<file path="src/hdl/tpfdr_pkg.sv">
// Shared constants and types of the target FIFO and deferred read block
package tpfdr_pkg;

   // Default widths and depths
   localparam int ADDR_W_DEF     = 18;
   localparam int FIFO_DEPTH_DEF = 4;

   // Bus commands taken by the target
   localparam logic [3:0] CMD_MEM_READ  = 4'h6;
   localparam logic [3:0] CMD_MEM_WRITE = 4'h7;
   localparam logic [3:0] CMD_MEM_WRINV = 4'hf;

   // Second window: core registers, then the interface registers
   localparam logic [11:0] CORE_REG_LAST = 12'h0fc;
   localparam logic [11:0] IFREG_FIRST   = 12'h800;
   localparam logic [11:0] IFREG_LAST    = 12'h81c;
   localparam int          IFREG_COUNT   = 8;
   localparam int          IFREG_NE_BIT  = 30;

   // Timing in clock cycles of the bus clock
   localparam int ZERO_READ_CYC     = 3;
   localparam int DEFER_LAUNCH_CYC  = 4;
   localparam int DEFER_PRESENT_CYC = 4;

   // Longest core access time of a deferred read, in core clocks
   localparam logic [6:0] CORE_SW_MAX = 7'h06;
   localparam logic [6:0] CORE_DW_MAX = 7'h0e;

   // Extra core clocks allowed while the core contends for its RAM
   localparam logic [6:0] PRIO_SW_EXTRA   = 7'h03;
   localparam logic [6:0] PRIO_DW_EXTRA   = 7'h06;
   localparam logic [6:0] NOPRIO_SW_EXTRA = 7'h43;
   localparam logic [6:0] NOPRIO_DW_EXTRA = 7'h4a;

   // Answer to one bus request
   typedef enum logic [1:0] {
      ANS_DONE,
      ANS_RETRY,
      ANS_ABORT
   } tpfdr_ans_type;

endpackage

</file>
<file path="src/hdl/tpfdr_fifo_if.sv">
// Valid/ready carrier between the target and its write FIFO
`timescale 1ns/1ns
`default_nettype none
interface tpfdr_fifo_if #(
   parameter int W = 8
);
   logic         in_valid;
   logic         in_ready;
   logic [W-1:0] in_data;
   logic         out_valid;
   logic         out_ready;
   logic [W-1:0] out_data;

   modport fill (output in_valid, in_data, out_ready,
                 input  in_ready, out_valid, out_data);
   modport store (input  in_valid, in_data, out_ready,
                  output in_ready, out_valid, out_data);
endinterface
`default_nettype wire

</file>
<file path="src/hdl/tpfdr_fifo.sv">
// Write FIFO with valid and ready on both sides
`timescale 1ns/1ns
`default_nettype none
module tpfdr_fifo #(
   parameter int W     = 8,
   parameter int DEPTH = 4
) (
   input  wire logic   clock_i,
   input  wire logic   resetn_i,
   tpfdr_fifo_if.store f
);
   localparam int AW = (DEPTH > 1) ? $clog2(DEPTH) : 1;
   localparam logic [AW-1:0] LAST = AW'(DEPTH - 1);
   localparam logic [AW:0]   FULL = (AW + 1)'(DEPTH);

   if (DEPTH < 2 || W < 1) begin : g_bad
      $error("tpfdr_fifo: DEPTH must be at least 2 and W at least 1");
   end

   typedef struct packed {
      logic [DEPTH-1:0][W-1:0] mem;
      logic [AW-1:0]           wp;
      logic [AW-1:0]           rp;
      logic [AW:0]             cnt;
   } tpfdr_fifo_state_type;

   tpfdr_fifo_state_type s_r;
   tpfdr_fifo_state_type s_nxt;
   logic                 push;
   logic                 pop;

   assign f.in_ready  = s_r.cnt != FULL;
   assign f.out_valid = s_r.cnt != '0;
   assign f.out_data  = s_r.mem[s_r.rp];
   assign push        = f.in_valid && f.in_ready;
   assign pop         = f.out_valid && f.out_ready;

   // Pointers wrap by compare so any depth of 2 or more works, not only powers of two
   always_comb begin
      s_nxt = s_r;
      if (push) begin
         s_nxt.mem[s_r.wp] = f.in_data;
         s_nxt.wp = (s_r.wp == LAST) ? '0 : s_r.wp + 1'b1;
      end
      if (pop) begin
         s_nxt.rp = (s_r.rp == LAST) ? '0 : s_r.rp + 1'b1;
      end
      if (push && !pop) begin
         s_nxt.cnt = s_r.cnt + 1'b1;
      end else if (pop && !push) begin
         s_nxt.cnt = s_r.cnt - 1'b1;
      end
   end

   always_ff @(posedge clock_i) begin
      if (!resetn_i) begin
         s_r <= '0;
      end else begin
         s_r <= s_nxt;
      end
   end
endmodule
`default_nettype wire

</file>
<file path="src/hdl/tpfdr_target.sv">
// Bus target: write FIFO to the terminal core and deferred reads
//
// What this block does
// - Deferred reads that run past the stated clock budget set late_o
// - Empty or upper-register reads: three clocks, zeros
// - Priority access: up to 3/6 extra clocks
// - No priority: up to 67/74 extra clocks
// - Priority-access input picks the contention limit
// - Core memory and register writes enter FIFO
// - Interface register writes bypass the FIFO
// - Single-byte word write to memory aborts
// - Single-byte word write to registers aborts
// - Registers take lower word only
// - Write-and-invalidate acts as plain write
// - Write bursts stall, never terminate early
// - Queue read only when FIFO empty, none pending
// - Retry repeats until data present, then complete
// - Single-byte register reads abort; memory reads whole
// - First interface register bit 30 shows FIFO not empty
`timescale 1ns/1ns
`default_nettype none
module tpfdr_target #(
   parameter int ADDR_W = tpfdr_pkg::ADDR_W_DEF,
   parameter int DEPTH  = tpfdr_pkg::FIFO_DEPTH_DEF
) (
   input  wire logic              clock_i,
   input  wire logic              resetn_i,
   input  wire logic              req_valid_i,
   input  wire logic [3:0]        req_cmd_i,
   input  wire logic              req_bar_i,
   input  wire logic [ADDR_W-1:0] req_off_i,
   input  wire logic [3:0]        req_be_n_i,
   input  wire logic [31:0]       req_wdata_i,
   output logic                   ans_valid_o,
   output logic [1:0]             ans_code_o,
   output logic [31:0]            ans_rdata_o,
   output logic                   core_req_o,
   output logic                   core_we_o,
   output logic                   core_reg_o,
   output logic [ADDR_W-2:0]      core_addr_o,
   output logic [15:0]            core_wdata_o,
   input  wire logic [15:0]       core_rdata_i,
   input  wire logic              core_ack_i,
   input  wire logic              core_active_i,
   input  wire logic              priority_access_i,
   output logic                   late_o
);
   localparam int EW = ADDR_W + 35;
   localparam int IW = ADDR_W - 2;

   if (ADDR_W < 12 || ADDR_W > 30) begin : g_bad
      $error("tpfdr_target: ADDR_W must lie between 12 and 30");
   end

   typedef enum logic [1:0] {
      ST_IDLE,
      ST_WR,
      ST_ZERO
   } tpfdr_main_type;

   typedef enum logic [2:0] {
      D_IDLE,
      D_LAUNCH,
      D_CORE,
      D_PRESENT,
      D_READY
   } tpfdr_defer_type;

   typedef struct packed {
      tpfdr_main_type                       st;
      logic [1:0]                           zcnt;
      logic                                 ans_valid;
      tpfdr_pkg::tpfdr_ans_type             ans_code;
      logic [31:0]                          ans_data;
      logic [tpfdr_pkg::IFREG_COUNT-1:0][31:0] ifreg;
      tpfdr_defer_type                      dst;
      logic [6:0]                           dcnt;
      logic                                 dreg;
      logic [IW-1:0]                        didx;
      logic [3:0]                           dbe;
      logic                                 dw;
      logic [31:0]                          ddata;
      logic                                 late;
      logic                                 creq;
      logic                                 cwe;
      logic                                 creg;
      logic                                 chi;
      logic [ADDR_W-2:0]                    caddr;
      logic [15:0]                          cwdata;
   } tpfdr_state_type;

   tpfdr_state_type s_r;
   tpfdr_state_type s_nxt;

   tpfdr_fifo_if #(.W(EW)) fq ();

   tpfdr_fifo #(
      .W     (EW),
      .DEPTH (DEPTH)
   ) u_fifo (
      .clock_i  (clock_i),
      .resetn_i (resetn_i),
      .f        (fq.store)
   );

   // Request decode
   logic [3:0]  be;
   logic        is_rd;
   logic        is_wr;
   logic        r_mem;
   logic        r_reg;
   logic        r_if;
   logic        r_core;
   logic        bad_be;
   logic        zero_rd;
   logic        take;
   logic        fifo_empty;
   logic        key_hit;
   logic [2:0]  if_idx;
   logic [31:0] if_rdata;

   assign be      = ~req_be_n_i;
   assign is_rd   = req_cmd_i == tpfdr_pkg::CMD_MEM_READ;
   assign is_wr   = req_cmd_i == tpfdr_pkg::CMD_MEM_WRITE
                 || req_cmd_i == tpfdr_pkg::CMD_MEM_WRINV;
   assign r_mem   = !req_bar_i;
   assign r_reg   = req_bar_i
                 && req_off_i <= ADDR_W'(tpfdr_pkg::CORE_REG_LAST);
   assign r_if    = req_bar_i
                 && req_off_i >= ADDR_W'(tpfdr_pkg::IFREG_FIRST)
                 && req_off_i <= ADDR_W'(tpfdr_pkg::IFREG_LAST);
   assign r_core  = r_mem || r_reg;
   assign bad_be  = (^be[1:0]) || (^be[3:2]);
   assign zero_rd = be == 4'h0 || (r_reg && be[1:0] == 2'h0);
   // The host lets go at the edge that sees the answer, so that
   // answer cycle must not take the still-raised request again
   assign take    = s_r.st == ST_IDLE && req_valid_i && !s_r.ans_valid;
   assign fifo_empty = !fq.out_valid;
   assign key_hit = s_r.dst == D_READY && s_r.dreg == r_reg
                 && s_r.didx == req_off_i[ADDR_W-1:2] && s_r.dbe == be;
   assign if_idx  = req_off_i[4:2];
   // Only the first interface word carries the live FIFO flag
   assign if_rdata = (if_idx == 3'h0)
                   ? {s_r.ifreg[0][31], !fifo_empty, s_r.ifreg[0][29:0]}
                   : s_r.ifreg[if_idx];

   // Host holds its request stable until answered, so the entry is
   // taken straight from the pins while the write waits for room
   assign fq.in_valid = s_r.st == ST_WR;
   assign fq.in_data  = {r_reg, req_off_i[ADDR_W-1:2], be, req_wdata_i};

   // Head of the FIFO, split into core words
   logic          e_reg;
   logic [IW-1:0] e_idx;
   logic [3:0]    e_be;
   logic [31:0]   e_data;
   logic          e_lo;
   logic          e_hi;
   logic          drain_ok;

   assign e_reg  = fq.out_data[EW-1];
   assign e_idx  = fq.out_data[EW-2 -: IW];
   assign e_be   = fq.out_data[35:32];
   assign e_data = fq.out_data[31:0];
   assign e_lo   = &e_be[1:0];
   assign e_hi   = !e_reg && (&e_be[3:2]);
   // A queued read goes to the core before any later write
   assign drain_ok = !s_r.creq && fq.out_valid
                  && s_r.dst != D_LAUNCH && s_r.dst != D_CORE;
   assign fq.out_ready = (drain_ok && !e_lo && !e_hi)
      || (s_r.creq && s_r.cwe && core_ack_i && (s_r.chi || !e_hi));

   // Core access budget of the running deferred read
   logic [6:0] extra;
   logic [6:0] limit;

   always_comb begin
      if (!core_active_i) begin
         extra = 7'h00;
      end else if (priority_access_i) begin
         extra = s_r.dw ? tpfdr_pkg::PRIO_DW_EXTRA
                        : tpfdr_pkg::PRIO_SW_EXTRA;
      end else begin
         extra = s_r.dw ? tpfdr_pkg::NOPRIO_DW_EXTRA
                        : tpfdr_pkg::NOPRIO_SW_EXTRA;
      end
      limit = (s_r.dw ? tpfdr_pkg::CORE_DW_MAX : tpfdr_pkg::CORE_SW_MAX)
            + extra;
   end

   function automatic tpfdr_state_type answer(
      input tpfdr_state_type          v,
      input tpfdr_pkg::tpfdr_ans_type code,
      input logic [31:0]              data
   );
      tpfdr_state_type r;
      r           = v;
      r.ans_valid = 1'b1;
      r.ans_code  = code;
      r.ans_data  = data;
      r.st        = ST_IDLE;
      return r;
   endfunction

   always_comb begin
      s_nxt = s_r;
      s_nxt.ans_valid = 1'b0;

      unique case (s_r.st)
         ST_IDLE: begin
            if (take && is_rd) begin
               if (r_if) begin
                  s_nxt = answer(s_nxt, tpfdr_pkg::ANS_DONE, if_rdata);
               end else if (r_reg && bad_be) begin
                  s_nxt = answer(s_nxt, tpfdr_pkg::ANS_ABORT, 32'h0);
               end else if (r_core && zero_rd) begin
                  s_nxt.st   = ST_ZERO;
                  s_nxt.zcnt = 2'(tpfdr_pkg::ZERO_READ_CYC - 1);
               end else if (r_core && key_hit) begin
                  s_nxt = answer(s_nxt, tpfdr_pkg::ANS_DONE, s_r.ddata);
                  s_nxt.dst = D_IDLE;
               end else if (r_core) begin
                  s_nxt = answer(s_nxt, tpfdr_pkg::ANS_RETRY, 32'h0);
                  if (s_r.dst == D_IDLE && fifo_empty) begin
                     s_nxt.dst   = D_LAUNCH;
                     s_nxt.dcnt  = 7'(tpfdr_pkg::DEFER_LAUNCH_CYC - 1);
                     s_nxt.dreg  = r_reg;
                     s_nxt.didx  = req_off_i[ADDR_W-1:2];
                     s_nxt.dbe   = be;
                     s_nxt.dw    = r_mem && (|be[1:0]) && (|be[3:2]);
                     s_nxt.ddata = 32'h0;
                     s_nxt.late  = 1'b0;
                  end
               end else begin
                  s_nxt = answer(s_nxt, tpfdr_pkg::ANS_DONE, 32'h0);
               end
            end else if (take && is_wr) begin
               if (r_if) begin
                  for (int b = 0; b < 4; b++) begin
                     if (be[b]) begin
                        s_nxt.ifreg[if_idx][8*b +: 8] =
                           req_wdata_i[8*b +: 8];
                     end
                  end
                  s_nxt = answer(s_nxt, tpfdr_pkg::ANS_DONE, 32'h0);
               end else if (r_core && bad_be) begin
                  s_nxt = answer(s_nxt, tpfdr_pkg::ANS_ABORT, 32'h0);
               end else if (r_core) begin
                  s_nxt.st = ST_WR;
               end else begin
                  s_nxt = answer(s_nxt, tpfdr_pkg::ANS_DONE, 32'h0);
               end
            end else if (take) begin
               s_nxt = answer(s_nxt, tpfdr_pkg::ANS_ABORT, 32'h0);
            end
         end
         ST_WR: begin
            // Wait states while full: the burst is never cut short
            if (fq.in_ready) begin
               s_nxt = answer(s_nxt, tpfdr_pkg::ANS_DONE, 32'h0);
            end
         end
         ST_ZERO: begin
            if (s_r.zcnt == 2'h1) begin
               s_nxt = answer(s_nxt, tpfdr_pkg::ANS_DONE, 32'h0);
            end else begin
               s_nxt.zcnt = s_r.zcnt - 2'h1;
            end
         end
      endcase

      // Deferred read engine
      unique case (s_r.dst)
         D_LAUNCH: begin
            if (s_r.dcnt != 7'h00) begin
               s_nxt.dcnt = s_r.dcnt - 7'h01;
            end else if (!s_r.creq) begin
               s_nxt.dst    = D_CORE;
               s_nxt.dcnt   = 7'h00;
               s_nxt.creq   = 1'b1;
               s_nxt.cwe    = 1'b0;
               s_nxt.creg   = s_r.dreg;
               s_nxt.chi    = !s_r.dw && !(|s_r.dbe[1:0]);
               s_nxt.caddr  = {s_r.didx, !s_r.dw && !(|s_r.dbe[1:0])};
            end
         end
         D_CORE: begin
            if (s_r.dcnt != 7'h7f) begin
               s_nxt.dcnt = s_r.dcnt + 7'h01;
            end
            if (s_r.dcnt > limit) begin
               s_nxt.late = 1'b1;
            end
            if (core_ack_i) begin
               if (s_r.chi) begin
                  s_nxt.ddata[31:16] = core_rdata_i;
               end else begin
                  s_nxt.ddata[15:0] = core_rdata_i;
               end
               if (s_r.dw && !s_r.chi) begin
                  s_nxt.chi   = 1'b1;
                  s_nxt.caddr = {s_r.didx, 1'b1};
               end else begin
                  s_nxt.creq = 1'b0;
                  s_nxt.dst  = D_PRESENT;
                  s_nxt.dcnt = 7'(tpfdr_pkg::DEFER_PRESENT_CYC - 1);
               end
            end
         end
         D_PRESENT: begin
            if (s_r.dcnt == 7'h00) begin
               s_nxt.dst = D_READY;
            end else begin
               s_nxt.dcnt = s_r.dcnt - 7'h01;
            end
         end
         D_IDLE, D_READY: begin
         end
         default: begin
            s_nxt.dst = D_IDLE;
         end
      endcase

      // Write drain, one 16-bit core word at a time
      if (drain_ok && (e_lo || e_hi)) begin
         s_nxt.creq   = 1'b1;
         s_nxt.cwe    = 1'b1;
         s_nxt.creg   = e_reg;
         s_nxt.chi    = !e_lo;
         s_nxt.caddr  = {e_idx, !e_lo};
         s_nxt.cwdata = e_lo ? e_data[15:0] : e_data[31:16];
      end else if (s_r.creq && s_r.cwe && core_ack_i) begin
         if (!s_r.chi && e_hi) begin
            s_nxt.chi    = 1'b1;
            s_nxt.caddr  = {e_idx, 1'b1};
            s_nxt.cwdata = e_data[31:16];
         end else begin
            s_nxt.creq = 1'b0;
         end
      end
   end

   always_ff @(posedge clock_i) begin
      if (!resetn_i) begin
         s_r <= '0;
      end else begin
         s_r <= s_nxt;
      end
   end

   assign ans_valid_o  = s_r.ans_valid;
   assign ans_code_o   = s_r.ans_code;
   assign ans_rdata_o  = s_r.ans_data;
   assign core_req_o   = s_r.creq;
   assign core_we_o    = s_r.cwe;
   assign core_reg_o   = s_r.creg;
   assign core_addr_o  = s_r.caddr;
   assign core_wdata_o = s_r.cwdata;
   assign late_o       = s_r.late;

   logic rd_defer;
   assign rd_defer = take && is_rd && r_core && !(r_reg && bad_be)
                  && !zero_rd;
endmodule
`default_nettype wire

</file>
<file path="config.mk">
export PLATFORM = sky130hd
export DESIGN_NAME = tpfdr_target
export DESIGN_NICKNAME = d
export VERILOG_FILES = /design/src/hdl/tpfdr_pkg.sv /design/src/hdl/tpfdr_fifo_if.sv /design/src/hdl/tpfdr_fifo.sv /design/src/hdl/tpfdr_target.sv
export SDC_FILE = /design/constraint.sdc
export NUM_CORES = 1
export LEC_CHECK = 0
export BUFFER_PORTS_ARGS = -buffer_cell sky130_fd_sc_hd__buf_2
export CAP_MARGIN = 20
export CORE_ASPECT_RATIO = 0.5
export CORE_MARGIN = 2
export CORE_UTILIZATION = 66
export CTS_CLUSTER_DIAMETER = 80
export DETAILED_ROUTE_END_ITERATION = 10
export PLACE_DENSITY = 0.85
export SYNTH_ARGS = -nofsm -noshare
export SYNTH_HDL_FRONTEND = slang
export SYNTH_HIERARCHICAL = 1
export SYNTH_SLANG_ARGS = --single-unit
export TNS_END_PERCENT = 100
</file>
<file path="constraint.sdc">
create_clock -name clock_i -period 7.8 [get_ports clock_i]
set_input_delay 0.39 -clock clock_i [delete_from_list [all_inputs] [get_ports clock_i]]
set_output_delay 0.39 -clock clock_i [all_outputs]
set_load 0.05 [all_outputs]
</file>
==> impl_results.md <==
* Status: complete, no violations
* Largest vdd supply drop at 0.0001703 V
* Hold buffer count at CTS at 0
* CTS H-tree depth at 2
* Static leakage at 9.933 nW
* Top cells by count, synth: 615 x dfxtp_1, 536 x nand2_1, 286 x nor2_1
* Slew headroom at 18.32%
* Largest net degree at the start of global routing at approximately 230
* GPL Wtd Cong at 0.9497
* Power share of the clock group at 43.7%
* Unrepaired setup endpoints after global routing: no
* Syn_area_per_cell at 9.210 um2
* Row count at 53
* GRT Total Usage at 34.61%
* # Post-CTS Setup Buffers at 0
* Height of the die at ~150 um
* Core Box Area at 41910 um2
* # resized after CTS at 0
* Vias in the first global route at roughly 22000
* Reg clk slew, reported paths at roughly 0.070 ns
* Total CTS buffers at 51
* Maxcap violations at 0
* Die Wd at 295.2 um
* CP Data Arrival Time at approximately 4.4 ns
* Post-synthesis sequential area ratio at 43.99%
* Switching share of total power at between 20% and 30%
* PortBufs at 152
* Post-synth top flop: dfxtp_1
* Fin crit period at 3.835 ns
* Post-route DRC violation count at 0
* Psw at 0.001409 W
* Synthesized instance count at 3039
* Vias per cell at about 6.6
* Routed via count at 23681
* Share of the synthesized area in the top cell type at 43.99%
* Max clock buf depth at 3
* Setup TNS at 0 ns
* Synth area leaders: dfxtp_1 44%, mux2i_1 8.2%, nand2_1 7.2%
* Clock Tree Root: clkbuf_16
* Final hold slack at 0.05349 ns
* TritonCTS clock tree: yes
* EDFF count, synth at 0
* Final hold vios at 0
* # setup viols final at 0
* PwrDens at 206.3 nW/um2
* Pwr Total at 0.006110 W
* GR Overflow Total at 0
* Slew Limit Fails at 0
* Clock sink total at just over 600
* Io pins at 153
* Most frequent cell after synthesis: dfxtp_1
* Initial antenna violation count at 3
* Initial Util at 66.78%
* Worst skew pair latency at 0.60 ns
* Fraction of registers with async set or reset after synthesis at 0%
* #FFs+latches synth at 615
* Final worst-path cycle share at 49.17%
* Hold Crit Depth at 3
* CP Capture Type: register
* CP Class: register to register
* Worst Tran Pin Value at roughly 1.2 ns
* First-pass GRT wire length at approximately 120000 um
* Min-Delay Path Class: primary input to register
* Nets at roughly 3100
* Area growth syn-to-layout at 5.820%
* Mapped Area at 27990 um2
* Skew final at 0.01983 ns
* Core Util, Final at between 70% and 80%
* Iteration-0 DRC Markers at 3021
* Fraction of layout cells with a size suffix above 1 at 13.90%
* Syn Nets at between 3000 and 4000
* Leading area contributor after synthesis: dfxtp_1
* Drt total wl at between 70000 and 80000 um
* Flop pwr share at 51.6%
* Drt pass-1 iters at 6
* Startpoint type of the worst setup path: register
* Hpwl dp at 50000 um
* DR WL/cell at 21.74 um
* Synthesis Warnings at 6
* ANT nets after route at 0
* Critical Path RT at 8.32 ns
* Reg2Reg Depth at 9
* Cell Int Power at 0.004701 W
* FMAX at 0.2608 GHz
* Netlist cell types at 71
* Crit Path Max Fanout at 11
* Logic gate share of total power at 4.7%
* Die Area at 44170 um2
[critical path, stage by stage, from the launching register on]
cell,delay (ns)
dfxtp_1,0.32
inv_1,0.10
ha_1,0.33
and3b_1,0.23
and4_1,0.30
nand4_1,0.65
or4_1,0.75
nor2_1,0.70
a22oi_1,0.23
nor2_1,0.15
[sequential cells by signal, indices dropped and copies added, names as in the netlist]
name          flops
ans_rdata_o      32
s_r             324
u_fifo/s_r      219
core_req_o        1
core_addr_o      17
ans_valid_o       1
late_o            1
ans_code_o        2
core_we_o         1
core_reg_o        1
core_wdata_o     16
[cell usage in the layout, fill, tap and decap left out, types with 7 or more instances in the layout]
cell	n
dfxtp_1	613
nand2_1	536
nor2_1	286
mux2i_1	229
a21oi_1	216
a22oi_1	209
buf_2	149
nand3_1	121
mux4_2	85
clkbuf_16	51
nand4_1	40
o21ai_0	37
a221oi_1	34
mux2_2	32
buf_4	24
nor3_1	22
a211oi_1	21
ha_1	20
inv_1	18
xor2_1	17
o21ai_1	16
or3_1	14
nand2b_1	13
nor2_2	13
clkbuf_8	13
clkbuf_1	11
xnor2_1	10
and2_1	10
nor4_1	9
clkinv_2	9
or4_1	7
a31oi_1	7
[layer usage]
layer / share of wire [%] / routed length (um) / GRT usage (%) / vias up
li1: - / - / - / 10566
met1: 39 / 30570 / 45.66 / 11442
met2: 45 / 35140 / 54.46 / 1398
met3: 12 / 8957 / 8.852 / 273
met4: 4.0 / 3121 / 14.42 / 2
met5: 0.015 / 12 / 0 / -
[final timing paths]
kind / start / end / slack (ns)
hold / removal: core_rdata_i[12] / s_r[66]$_SDFF_PN0_ / 0.05
setup reg to reg: s_r[395]$_SDFFE_PN0P_ / s_r[106]$_SDFFE_PN0P_ / 3.96
hold reg to reg: s_r[231]$_SDFFE_PN0P_ / s_r[231]$_SDFFE_PN0P_ / 0.45
setup / recovery: s_r[395]$_SDFFE_PN0P_ / s_r[106]$_SDFFE_PN0P_ / 3.96
[power by group through the flow]
stage                     clock, W  sequential (W)  combinational (W)
after detailed placement         0         0.00322           0.000274
after global routing       0.00281         0.00315           0.000302
after floorplan                  0         0.00322           0.000184
final                      0.00267         0.00315           0.000286
after CTS                  0.00267         0.00315           0.000276
after global placement           0         0.00322           0.000272
[cells by family (layout without fill, tap and decap cells)]
kind of cell    Yosys count  in the layout  synth area share (%)
fa+ha+maj                21             21                0.9656
other cells               0              1                     0
simple gates           1121           1121                 17.46
mux                     346            346                 16.32
xor+xnor                 27             27                0.8449
buf+inv                 325            287                 6.907
compound gates          584            584                 13.52
flops                   615            615                 43.99
[area by class of cell]
class	count	area (um2)
Sequential cell	615	12320
Fill cell	2989	12290
Tap cell	577	721.9
Timing Repair Buffer	177	1007
Antenna cell	1	2.502
Clock buffer	74	1483
Multi-Input combinational cell	2099	13780
Clock inverter	17	232.7
Inverter	19	78.83
[stage by stage]
step | setup WS (ns) | instance area [um2] | std cells
6_report | 3.965 | 29620 | 3579
5_1_grt | 3.658 | 29620 | 3578
4_1_cts | 4.000 | 29610 | 3577
3_5_place_dp | 4.043 | 27890 | 3486
3_3_place_gp | 4.122 | 27860 | 3484
2_1_floorplan | 4.654 | 27990 | 3039
No activity file was read; power rests on OpenSTA's default activity.
